<file path="src/ssfg_pkg.sv">
// Constants, field layouts and types shared by the strap latch and serial configuration block
package ssfg_pkg;

	// Timing
	localparam int unsigned SYS_CLK_MHZ = 250;
	localparam int unsigned STRAP_SAMPLE_US = 2000;
	localparam int unsigned STRAP_SAMPLE_CYCLES = STRAP_SAMPLE_US * SYS_CLK_MHZ;
	localparam logic [15:0] RAMP_DIV_RESET = 16'h0100;

	// Serial sequence
	localparam logic [7:0] SER_SLAVE_ADDR = 8'hD2;
	localparam logic [3:0] SER_SEQ_BYTES = 4'hA;
	localparam logic [3:0] SER_FIRST_CFG_IDX = 4'h6;
	localparam logic [3:0] SER_LAST_CFG_IDX = 4'h9;
	localparam logic [3:0] SER_BITS_PER_BYTE = 4'h8;

	// Control bytes three to six
	typedef struct packed {
		logic [7:0] b3;
		logic [7:0] b4;
		logic [7:0] b5;
		logic [7:0] b6;
	} ssfg_cfg_t;
	localparam ssfg_cfg_t CFG_DEFAULT = '{b3: 8'h00, b4: 8'h45, b5: 8'hEF, b6: 8'h00};

	// Field positions
	localparam int unsigned B3_SEL_MSB = 7;
	localparam int unsigned B3_SEL_LSB = 4;
	localparam int unsigned B3_TABLE_SEL = 3;
	localparam int unsigned B3_MODE_MSB = 1;
	localparam int unsigned B3_MODE_LSB = 0;
	localparam int unsigned B4_ALT_EN = 6;
	localparam int unsigned B4_CPU1_EN = 2;
	localparam int unsigned B4_CPU0_EN = 0;
	localparam int unsigned B5_PCIF_EN = 7;
	localparam int unsigned B5_PCI6_EN = 6;
	localparam int unsigned B5_PCI5_EN = 5;
	localparam int unsigned B5_PCI4_EN = 3;
	localparam int unsigned B5_PCI3_EN = 2;
	localparam int unsigned B5_PCI2_EN = 1;
	localparam int unsigned B5_PCI1_EN = 0;

	// Operating modes
	typedef enum logic [1:0] {
		MODE_NORMAL = 2'b00,
		MODE_TEST = 2'b01,
		MODE_SPREAD = 2'b10,
		MODE_TRISTATE = 2'b11
	} ssfg_mode_t;

	// Clock output indices
	localparam int unsigned NUM_CLK_OUT = 10;
	localparam int unsigned OUT_CPU0 = 0;
	localparam int unsigned OUT_CPU1 = 1;
	localparam int unsigned OUT_ALT = 2;
	localparam int unsigned OUT_PCI1 = 3;
	localparam int unsigned OUT_PCIF = 9;

	// APB map
	localparam logic [7:0] REG_STATUS = 8'h00;
	localparam logic [7:0] REG_CONFIG = 8'h04;
	localparam logic [7:0] REG_RAMP_DIV = 8'h08;
	localparam logic [7:0] REG_FREQ = 8'h0C;
	localparam int unsigned ST_DONE_BIT = 0;
	localparam int unsigned ST_STRAP_BIT = 1;
	localparam int unsigned ST_BUSY_BIT = 2;
	localparam int unsigned ST_SLEW_BIT = 3;

	// Strap sequencer states, Gray along the path
	typedef enum logic [1:0] {
		STRAP_SAMPLE = 2'b00,
		STRAP_LATCH = 2'b01,
		STRAP_DRIVE = 2'b11
	} ssfg_strap_t;

	// Serial receiver states
	typedef enum logic [1:0] {
		SER_IDLE = 2'b00,
		SER_RX = 2'b01,
		SER_ACK = 2'b11,
		SER_SKIP = 2'b10
	} ssfg_ser_t;

endpackage : ssfg_pkg

</file>
<file path="src/ssfg_top.sv">
// Strap latch, serial configuration receiver and APB status port of the frequency generator
//
// The APB slave port and the placing of the registers are this design's own decisions.
`timescale 1ns/10ps
module ssfg_top
	import ssfg_pkg::*;
#(
	parameter int unsigned SAMPLE_CYCLES = STRAP_SAMPLE_CYCLES
) (
	input wire logic SYS_CLK,
	input wire logic ARST_N,
	input wire logic PSEL,
	input wire logic PENABLE,
	input wire logic PWRITE,
	input wire logic [7:0] PADDR,
	input wire logic [31:0] PWDATA,
	output logic [31:0] PRDATA,
	output logic PREADY,
	output logic PSLVERR,
	input wire logic SERIAL_CLOCK_PIN,
	input wire logic SERIAL_DATA_PIN_I,
	output logic SERIAL_DATA_PIN_O,
	output logic SERIAL_DATA_PIN_OE,
	input wire logic REFERENCE_COPY_STRAP_PIN_I,
	output logic REFERENCE_COPY_STRAP_PIN_O,
	output logic REFERENCE_COPY_STRAP_PIN_OE,
	input wire logic CRYSTAL_INPUT,
	input wire logic CPU_SPEED_SELECT_PIN,
	output logic HALF_RATE_SELECT_STRAP,
	output logic STRAP_LATCHED,
	output logic [NUM_CLK_OUT-1:0] CLK_RUN_EN,
	output logic CLK_OUT_OE,
	output logic PLL_BYPASS,
	output logic SPREAD_EN,
	output logic [4:0] FREQ_CODE,
	output logic FREQ_SLEWING
);

	localparam int unsigned CW = $clog2(SAMPLE_CYCLES + 1);

	// Elaboration check: the sampling interval needs at least two cycles
	if (SAMPLE_CYCLES < 2) begin : g_bad_sample
		$error("SAMPLE_CYCLES must be at least 2");
	end

	// Pin synchronisers: first stage read only by the second
	logic [4:0] pin_m_q;
	logic [4:0] pin_s_q;
	logic scl_p_q;
	logic sda_p_q;
	wire logic [4:0] pin_raw = {CPU_SPEED_SELECT_PIN, CRYSTAL_INPUT, REFERENCE_COPY_STRAP_PIN_I,
		SERIAL_DATA_PIN_I, SERIAL_CLOCK_PIN};
	wire logic scl_s = pin_s_q[0];
	wire logic sda_s = pin_s_q[1];
	wire logic strap_s = pin_s_q[2];
	wire logic xtal_s = pin_s_q[3];
	wire logic speed_s = pin_s_q[4];

	always_ff @(posedge SYS_CLK or negedge ARST_N) begin
		if (!ARST_N) begin
			pin_m_q <= 5'h03; // Serial wires reset to their idle high, so no false edge follows reset
			pin_s_q <= 5'h03;
			scl_p_q <= 1'b1;
			sda_p_q <= 1'b1;
		end else begin
			pin_m_q <= pin_raw;
			pin_s_q <= pin_m_q;
			scl_p_q <= scl_s;
			sda_p_q <= sda_s;
		end
	end

	// Strap sequencer; ARST_N is the power-on detector, so nothing else can clear the latch
	ssfg_strap_t strap_st_q;
	ssfg_strap_t strap_st_d;
	logic [CW-1:0] sample_cnt_q;
	logic strap_val_q;
	logic ref_copy_q;
	wire logic sample_end = (sample_cnt_q == CW'(SAMPLE_CYCLES - 1));

	always_comb begin
		strap_st_d = strap_st_q;
		case (strap_st_q)
			STRAP_SAMPLE: if (sample_end) strap_st_d = STRAP_LATCH;
			STRAP_LATCH: strap_st_d = STRAP_DRIVE;
			STRAP_DRIVE: strap_st_d = STRAP_DRIVE;
			default: strap_st_d = STRAP_SAMPLE;
		endcase
	end

	// Timer runs from reset release; the latch is taken in the cycle the timer expires
	always_ff @(posedge SYS_CLK or negedge ARST_N) begin
		if (!ARST_N) begin
			strap_st_q <= STRAP_SAMPLE;
			sample_cnt_q <= '0;
			strap_val_q <= 1'b0;
		end else begin
			strap_st_q <= strap_st_d;
			if (strap_st_q == STRAP_SAMPLE) begin
				sample_cnt_q <= sample_cnt_q + CW'(1);
			end
			if (strap_st_q == STRAP_SAMPLE && sample_end) begin
				strap_val_q <= strap_s;
			end
		end
	end

	// Reference copy retimed from the crystal; coarse at this rate, but never glitches
	always_ff @(posedge SYS_CLK or negedge ARST_N) begin
		if (!ARST_N) begin
			ref_copy_q <= 1'b0;
		end else begin
			ref_copy_q <= xtal_s;
		end
	end

	// Control registers and serial receiver state
	ssfg_cfg_t cfg_q;
	logic [7:0] shadow_q [0:2];
	ssfg_ser_t ser_st_q;
	logic [3:0] bit_cnt_q;
	logic [3:0] byte_idx_q;
	logic [7:0] shift_q;
	logic match_q;
	logic ack_drv_q;

	wire logic ser_start = scl_s && scl_p_q && sda_p_q && !sda_s;
	wire logic ser_stop = scl_s && scl_p_q && !sda_p_q && sda_s;
	wire logic scl_rise = scl_s && !scl_p_q;
	wire logic scl_fall = !scl_s && scl_p_q;
	wire logic byte_done = (ser_st_q == SER_RX) && scl_fall && (bit_cnt_q == SER_BITS_PER_BYTE);
	wire logic addr_ok = (shift_q == SER_SLAVE_ADDR);
	wire logic is_addr = (byte_idx_q == 4'h0);
	wire logic in_seq = (byte_idx_q < SER_SEQ_BYTES);
	wire logic cfg_pos = (byte_idx_q >= SER_FIRST_CFG_IDX) && (byte_idx_q <= SER_LAST_CFG_IDX);
	wire logic give_ack = is_addr ? addr_ok : (match_q && in_seq);
	wire logic last_byte = (byte_idx_q == SER_LAST_CFG_IDX);
	wire logic [1:0] shadow_idx = 2'(byte_idx_q - SER_FIRST_CFG_IDX);

	// Byte-level receiver: start always resynchronises, stop always aborts
	always_ff @(posedge SYS_CLK or negedge ARST_N) begin
		if (!ARST_N) begin
			ser_st_q <= SER_IDLE;
			bit_cnt_q <= 4'h0;
			byte_idx_q <= 4'h0;
			shift_q <= 8'h00;
			match_q <= 1'b0;
			ack_drv_q <= 1'b0;
		end else if (ser_start) begin
			ser_st_q <= SER_RX;
			bit_cnt_q <= 4'h0;
			byte_idx_q <= 4'h0;
			match_q <= 1'b0;
			ack_drv_q <= 1'b0;
		end else if (ser_stop) begin
			ser_st_q <= SER_IDLE;
			ack_drv_q <= 1'b0;
		end else begin
			case (ser_st_q)
				SER_RX: begin
					if (scl_rise && bit_cnt_q < SER_BITS_PER_BYTE) begin
						shift_q <= {shift_q[6:0], sda_s};
						bit_cnt_q <= bit_cnt_q + 4'h1;
					end
					if (byte_done) begin
						if (is_addr) begin
							match_q <= addr_ok;
						end
						ack_drv_q <= give_ack;
						ser_st_q <= give_ack ? SER_ACK : SER_SKIP;
					end
				end
				SER_ACK: begin
					if (scl_fall) begin
						ack_drv_q <= 1'b0;
						bit_cnt_q <= 4'h0;
						byte_idx_q <= byte_idx_q + 4'h1;
						ser_st_q <= SER_RX;
					end
				end
				SER_SKIP: ser_st_q <= SER_SKIP;
				SER_IDLE: ser_st_q <= SER_IDLE;
				default: ser_st_q <= SER_IDLE;
			endcase
		end
	end

	// Data bytes three to five wait in a shadow; all four land together on the last byte
	always_ff @(posedge SYS_CLK or negedge ARST_N) begin
		if (!ARST_N) begin
			cfg_q <= CFG_DEFAULT;
			shadow_q[0] <= 8'h00;
			shadow_q[1] <= 8'h00;
			shadow_q[2] <= 8'h00;
		end else if (byte_done && match_q && cfg_pos) begin
			if (last_byte) begin
				cfg_q <= '{b3: shadow_q[0], b4: shadow_q[1], b5: shadow_q[2], b6: shift_q};
			end else begin
				shadow_q[shadow_idx] <= shift_q;
			end
		end
	end

	// Open-drain data pin: only ever pulled low for acknowledge, never carries register data
	assign SERIAL_DATA_PIN_O = 1'b0;
	assign SERIAL_DATA_PIN_OE = ack_drv_q;

	// Mode and frequency decode
	wire ssfg_mode_t mode = ssfg_mode_t'(cfg_q.b3[B3_MODE_MSB:B3_MODE_LSB]);
	wire logic table_sel = cfg_q.b3[B3_TABLE_SEL];
	wire logic [4:0] freq_target = table_sel ? {1'b1, cfg_q.b3[B3_SEL_MSB:B3_SEL_LSB]} : {4'h0, speed_s};

	// Frequency slew: one code step per tick so the synthesizer never jumps
	logic [15:0] ramp_div_q;
	logic [15:0] ramp_cnt_q;
	logic [4:0] freq_cur_q;
	wire logic ramp_tick = (ramp_cnt_q >= ramp_div_q);
	wire logic slewing = (freq_cur_q != freq_target);

	always_ff @(posedge SYS_CLK or negedge ARST_N) begin
		if (!ARST_N) begin
			ramp_cnt_q <= 16'h0000;
			freq_cur_q <= 5'h00;
		end else begin
			ramp_cnt_q <= ramp_tick ? 16'h0000 : ramp_cnt_q + 16'h0001;
			if (ramp_tick && slewing) begin
				freq_cur_q <= (freq_cur_q < freq_target) ? freq_cur_q + 5'h01 : freq_cur_q - 5'h01;
			end
		end
	end

	// Per-output enables from bytes four and five
	wire logic [NUM_CLK_OUT-1:0] out_en = {cfg_q.b5[B5_PCIF_EN], cfg_q.b5[B5_PCI6_EN], cfg_q.b5[B5_PCI5_EN],
		cfg_q.b5[B5_PCI4_EN], cfg_q.b5[B5_PCI3_EN], cfg_q.b5[B5_PCI2_EN], cfg_q.b5[B5_PCI1_EN],
		cfg_q.b4[B4_ALT_EN], cfg_q.b4[B4_CPU1_EN], cfg_q.b4[B4_CPU0_EN]};
	wire logic driving = (strap_st_q == STRAP_DRIVE);

	// Output stage registers; run, clock and strap pin enables are held off until the strap sequence completes, bypass and spread follow the mode at once
	logic [NUM_CLK_OUT-1:0] run_en_q;
	logic clk_oe_q;
	logic bypass_q;
	logic spread_q;
	logic strap_oe_q;
	logic strap_o_q;

	always_ff @(posedge SYS_CLK or negedge ARST_N) begin
		if (!ARST_N) begin
			run_en_q <= '0;
			clk_oe_q <= 1'b0;
			bypass_q <= 1'b0;
			spread_q <= 1'b0;
			strap_oe_q <= 1'b0;
			strap_o_q <= 1'b0;
		end else begin
			run_en_q <= driving ? out_en : '0;
			clk_oe_q <= driving && (mode != MODE_TRISTATE);
			bypass_q <= (mode == MODE_TEST);
			spread_q <= (mode == MODE_SPREAD);
			strap_oe_q <= driving && (mode != MODE_TRISTATE);
			strap_o_q <= ref_copy_q;
		end
	end

	assign CLK_RUN_EN = run_en_q;
	assign CLK_OUT_OE = clk_oe_q;
	assign PLL_BYPASS = bypass_q;
	assign SPREAD_EN = spread_q;
	assign REFERENCE_COPY_STRAP_PIN_OE = strap_oe_q;
	assign REFERENCE_COPY_STRAP_PIN_O = strap_o_q;
	assign HALF_RATE_SELECT_STRAP = strap_val_q;
	assign STRAP_LATCHED = driving;
	assign FREQ_CODE = freq_cur_q;
	assign FREQ_SLEWING = slewing;

	// APB decode: zero wait states, read data captured in the setup cycle
	wire logic apb_setup = PSEL && !PENABLE;
	wire logic apb_access = PSEL && PENABLE;
	wire logic hit_status = (PADDR == REG_STATUS);
	wire logic hit_config = (PADDR == REG_CONFIG);
	wire logic hit_ramp = (PADDR == REG_RAMP_DIV);
	wire logic hit_freq = (PADDR == REG_FREQ);
	wire logic hit_any = hit_status || hit_config || hit_ramp || hit_freq;
	wire logic [31:0] status_word = {28'h000_0000, slewing, (ser_st_q != SER_IDLE), strap_val_q, driving};
	wire logic [31:0] rd_mux = hit_status ? status_word :
		hit_config ? cfg_q :
		hit_ramp ? {16'h0000, ramp_div_q} :
		hit_freq ? {19'h0_0000, 3'h0, freq_target, 5'h00} | {27'h000_0000, freq_cur_q} : 32'h0000_0000;

	logic [31:0] prdata_q;

	always_ff @(posedge SYS_CLK or negedge ARST_N) begin
		if (!ARST_N) begin
			prdata_q <= 32'h0000_0000;
			ramp_div_q <= RAMP_DIV_RESET;
		end else begin
			if (apb_setup && !PWRITE) begin
				prdata_q <= rd_mux;
			end
			if (apb_access && PWRITE && hit_ramp) begin
				ramp_div_q <= PWDATA[15:0];
			end
		end
	end

	assign PRDATA = prdata_q;
	assign PREADY = 1'b1;
	assign PSLVERR = apb_access && !hit_any;

endmodule : ssfg_top

</file>
<file path="config.mk">
export PLATFORM = sky130hd
export DESIGN_NAME = ssfg_top
export DESIGN_NICKNAME = d
export VERILOG_FILES = /design/src/ssfg_pkg.sv /design/src/ssfg_top.sv
export SDC_FILE = /design/constraint.sdc
export NUM_CORES = 1
export LEC_CHECK = 0
export ABC_CLOCK_PERIOD_IN_PS = 2500
export BUFFER_PORTS_ARGS = -buffer_cell sky130_fd_sc_hd__buf_2
export CORE_UTILIZATION = 40
export DETAILED_ROUTE_END_ITERATION = 10
export GPL_TIMING_DRIVEN = 0
export PLACE_DENSITY_LB_ADDON = 0.3
export SLEW_MARGIN = 15
export SYNTH_ARGS = -nofsm -noshare
export SYNTH_HDL_FRONTEND = slang
export SYNTH_SLANG_ARGS = --single-unit
export TNS_END_PERCENT = 50
</file>
<file path="constraint.sdc">
create_clock -name SYS_CLK -period 2.5 [get_ports SYS_CLK]
set_input_delay 0.5 -clock SYS_CLK [delete_from_list [all_inputs] [get_ports SYS_CLK]]
set_output_delay 0.5 -clock SYS_CLK [all_outputs]
set_load 0.02 [all_outputs]
</file>
==> results.md <==
- Pre-CTS WS: -0.3090 ns
- Longest Clk Path Bufs: 2
- Initial antenna violation count: 0
- Gr ovfl total: 0
- Synth async-reset ratio: 100.0%
- Mapped Area: 8592 um^2
- Global-route wire length before repair: 30190 um
- Commonest cells after routing, fill and taps aside: dfrtp_1 (177), buf_2 (90), mux2_2 (63)
- Worst Hold Path Cells: 1
- Crit Path Category: reg -> reg
- Hold Crit Start: SERIAL_DATA_PIN_I
- Clock Tree Root: clkbuf_16
- Tcrit/Tclk final: 100.0%
- Final worst-path setup slack: -0.0005163 ns
- Global Route met1 Usage: 25.45%
- CTS clk-pin slew, worst paths: 0.07 ns
- Row cnt: 53
- Synth Area per Inst: 12.12 um^2
- Routed vias: 5709
- Worst ir drop on vdd: 348.0 uV
- Drt drc: 0
- Slew of the pin with the lowest slew margin: 0.8687 ns
- R2R Path End: cfg_q[31]
- Post-Synthesis Cells: 709
- Num CTS Buffers: 17
- Max_slew headroom: 41.64%
- Antenna cells: 0
- Synth area leader: dfrtp_1
- Layout Nets: 925
- Share of cells above drive strength 1: 32.67%
- Final min period: 2.501 ns
- Met2 GRT Util: 26.99%
- CTS tree: yes
- Max-cap viol count: 0
- CP max FO: 5
- Violated checks: negative setup slack
- Final Util: 49.66%
- Initial Util: 40.87%
- Largest net degree at the start of global routing: 104
- Post-DRT Antenna Nets: 0
- Die height: 148.6 um
- FF-to-FF path depth: 9
- Via density: 5.070
- Hold path endpoint: pin_m_q[1]
- R2r setup slk: -0.0005 ns
- Vias in the first global route: 5714
- PD cells: 763.1 nW/um^2
- Die Width: 148.6 um
- Synthesis-to-layout area growth: 21.51%
- Clock Latency Late Sink: 0.43 ns
- Gr usage total: 17.88%
- Die area: 22070 um^2
- Crit path required time: 2.82 ns
- Worst r2r src: bit_cnt_q[0]
- Final hold vios: 0
- Routed wire length: 18800 um
- Ys Warns: 0
- RSZ-0062 raised after global routing: yes
- Initial DRC Count: 321
- Crit start category: flip-flop
- Main flop type after synthesis: dfrtp_1
- CTS sink cnt: 194
- Core region area: 21020 um^2
- I/O pin count: 109
- Top Usage Layer GRT: met2
- Routed WL per cell: 16.70 um
- CP endpoint kind: flip-flop
- WHS: 0.1553 ns
- TritonRoute pass-1 iters: 5
- Fmax achieved: 399.9 MHz
- Lkg Pwr: 0.005133 uW
- Unique cell type count in the Yosys netlist: 52
- Post-synthesis register bit count: 194
- EDFF count, synth: 0
- Hold Crit Class: in -> reg
- Setup violators final: 1
- Status: finished, violations left
- Top cell type's share of synthesized area: 51.55%
- Buffers on Ports: 90
- DP Wirelength: 12860 um
- H-tree depth: 4
- Top cells by area, synth: dfrtp_1 (52%), mux2_2 (11%), ha_1 (5.2%), dfstp_2 (5.2%), xnor2_1 (2.5%)
- Syn Nets: 796
- RD Place Congestion: 0.8016
- Commonest non-fill, non-tap cell in the layout: dfrtp_1
- Slew Viols, Final: 0
- Sequential area share after synthesis: 56.75%
- Clock Skew: 0.01020 ns
- Data arrival, critical path: 2.82 ns
- GR Util met3: 3.742%
-- routing by layer --
layer	vias up	part of all wire [%]
met5	-	0
met4	0	1.4
met3	13	4.4
met2	109	46
met1	2868	48
li1	2719	-
-- worst max-delay path by stage --
stage | startpoint | end | slack (ns)
6_report | bit_cnt_q[0] | cfg_q[31] | -0.0005
5_1_grt | bit_cnt_q[0] | cfg_q[0] | -0.07
4_1_cts | bit_cnt_q[0] | cfg_q[6] | -0.03
3_5_place_dp | ramp_div_q[8] | FREQ_CODE[3] | -0.31
3_3_place_gp | ARST_N | ramp_cnt_q[14] | -2.32
2_1_floorplan | cfg_q[27] | FREQ_CODE[4] | 0.02
-- area by class of cell --
type                    count  area (um^2)
plain buffers              22        130.1
clock buffers              20        456.7
clock inverters            12        168.9
fillers                  1847        10580
inverters                  41        153.9
multi-input cells         450         3603
flip-flops and latches    194         4876
well taps                 275        344.1
repair buffers            112        706.9
-- cells by family after synthesis --
logic type                 count (synthesis)  synth area share, %
buffers and inverters                     65                3.116
muxes                                     91                12.12
DFF                                      194                56.75
xor gates and xnor gates                  41                4.179
AOI/OAI and AO/OA                         82                6.451
other                                      2              0.08741
adders and majority gates                 37                5.475
and+or+nand+nor                          197                11.82
-- synthesized netlist by cell type (3+ instances only) --
| cell | instances |
|---|---|
| a21oi_1 | 15 |
| a222oi_1 | 6 |
| a22o_1 | 18 |
| a22oi_1 | 5 |
| and2_1 | 3 |
| and3_1 | 14 |
| and4_1 | 4 |
| buf_4 | 6 |
| clkbuf_1 | 16 |
| dfrtp_1 | 177 |
| dfstp_2 | 17 |
| ha_1 | 36 |
| inv_1 | 41 |
| mux2_2 | 82 |
| mux2i_1 | 5 |
| nand2_1 | 53 |
| nand2_4 | 3 |
| nand2b_1 | 5 |
| nand3_1 | 28 |
| nand4_1 | 10 |
| nor2_1 | 42 |
| nor2b_1 | 8 |
| nor3_1 | 8 |
| nor4b_1 | 3 |
| o21ai_0 | 27 |
| or4_1 | 3 |
| xnor2_1 | 25 |
| xor2_1 | 16 |
-- critical path: stages, from the launching register on --
cell and delay [ns]:
dfrtp_1 0.39, inv_2 0.08, ha_4 0.13, nand2_2 0.05
or4_4 0.55, or3b_4 0.43, nor2_4 0.17, buf_6 0.15
buf_8 0.13, mux2_4 0.30
-- state kept, by name (all words and copies together), names as in the netlist, 2 cells and up --
name,flops
PRDATA,32
cfg_q,32
shadow_q,24
sample_cnt_q,19
ramp_cnt_q,16
ramp_div_q,16
CLK_RUN_EN,10
shift_q,8
FREQ_CODE,5
pin_m_q,5
pin_s_q,5
bit_cnt_q,4
byte_idx_q,4
ser_st_q,2
strap_st_q,2
-- timing repair --
item                                   in CTS  in global routing
gates cloned                                1                  0
setup buffers                              16                  2
resized for setup                          48                 14
setup endpoints to repair                  67                 59
pin swaps                                   7                  8
hold buffers                                1                  0
endpoints found under the hold margin       4                  0
-- per-stage QoR --
stage          instances    TNS (ns)  cell area (um^2)  power (uW)
6_report            1126  -0.0005163             10440        7967
5_1_grt             1126      -1.012             10440        8383
4_1_cts             1125     -0.3761             10390        7950
3_5_place_dp        1076      -10.51              9455        4897
3_3_place_gp        1074     -436.01              9390        4842
2_1_floorplan        709           0              8596        4454
-- where the power goes --
group	switching, uW	internal, uW	leakage, uW
Clock	1240	1650	0.000301
Sequential	231	3300	0.00260
Combinational	792	755	0.00224
Total	2260	5710	0.00513
Power figures use the tool's default switching activity.
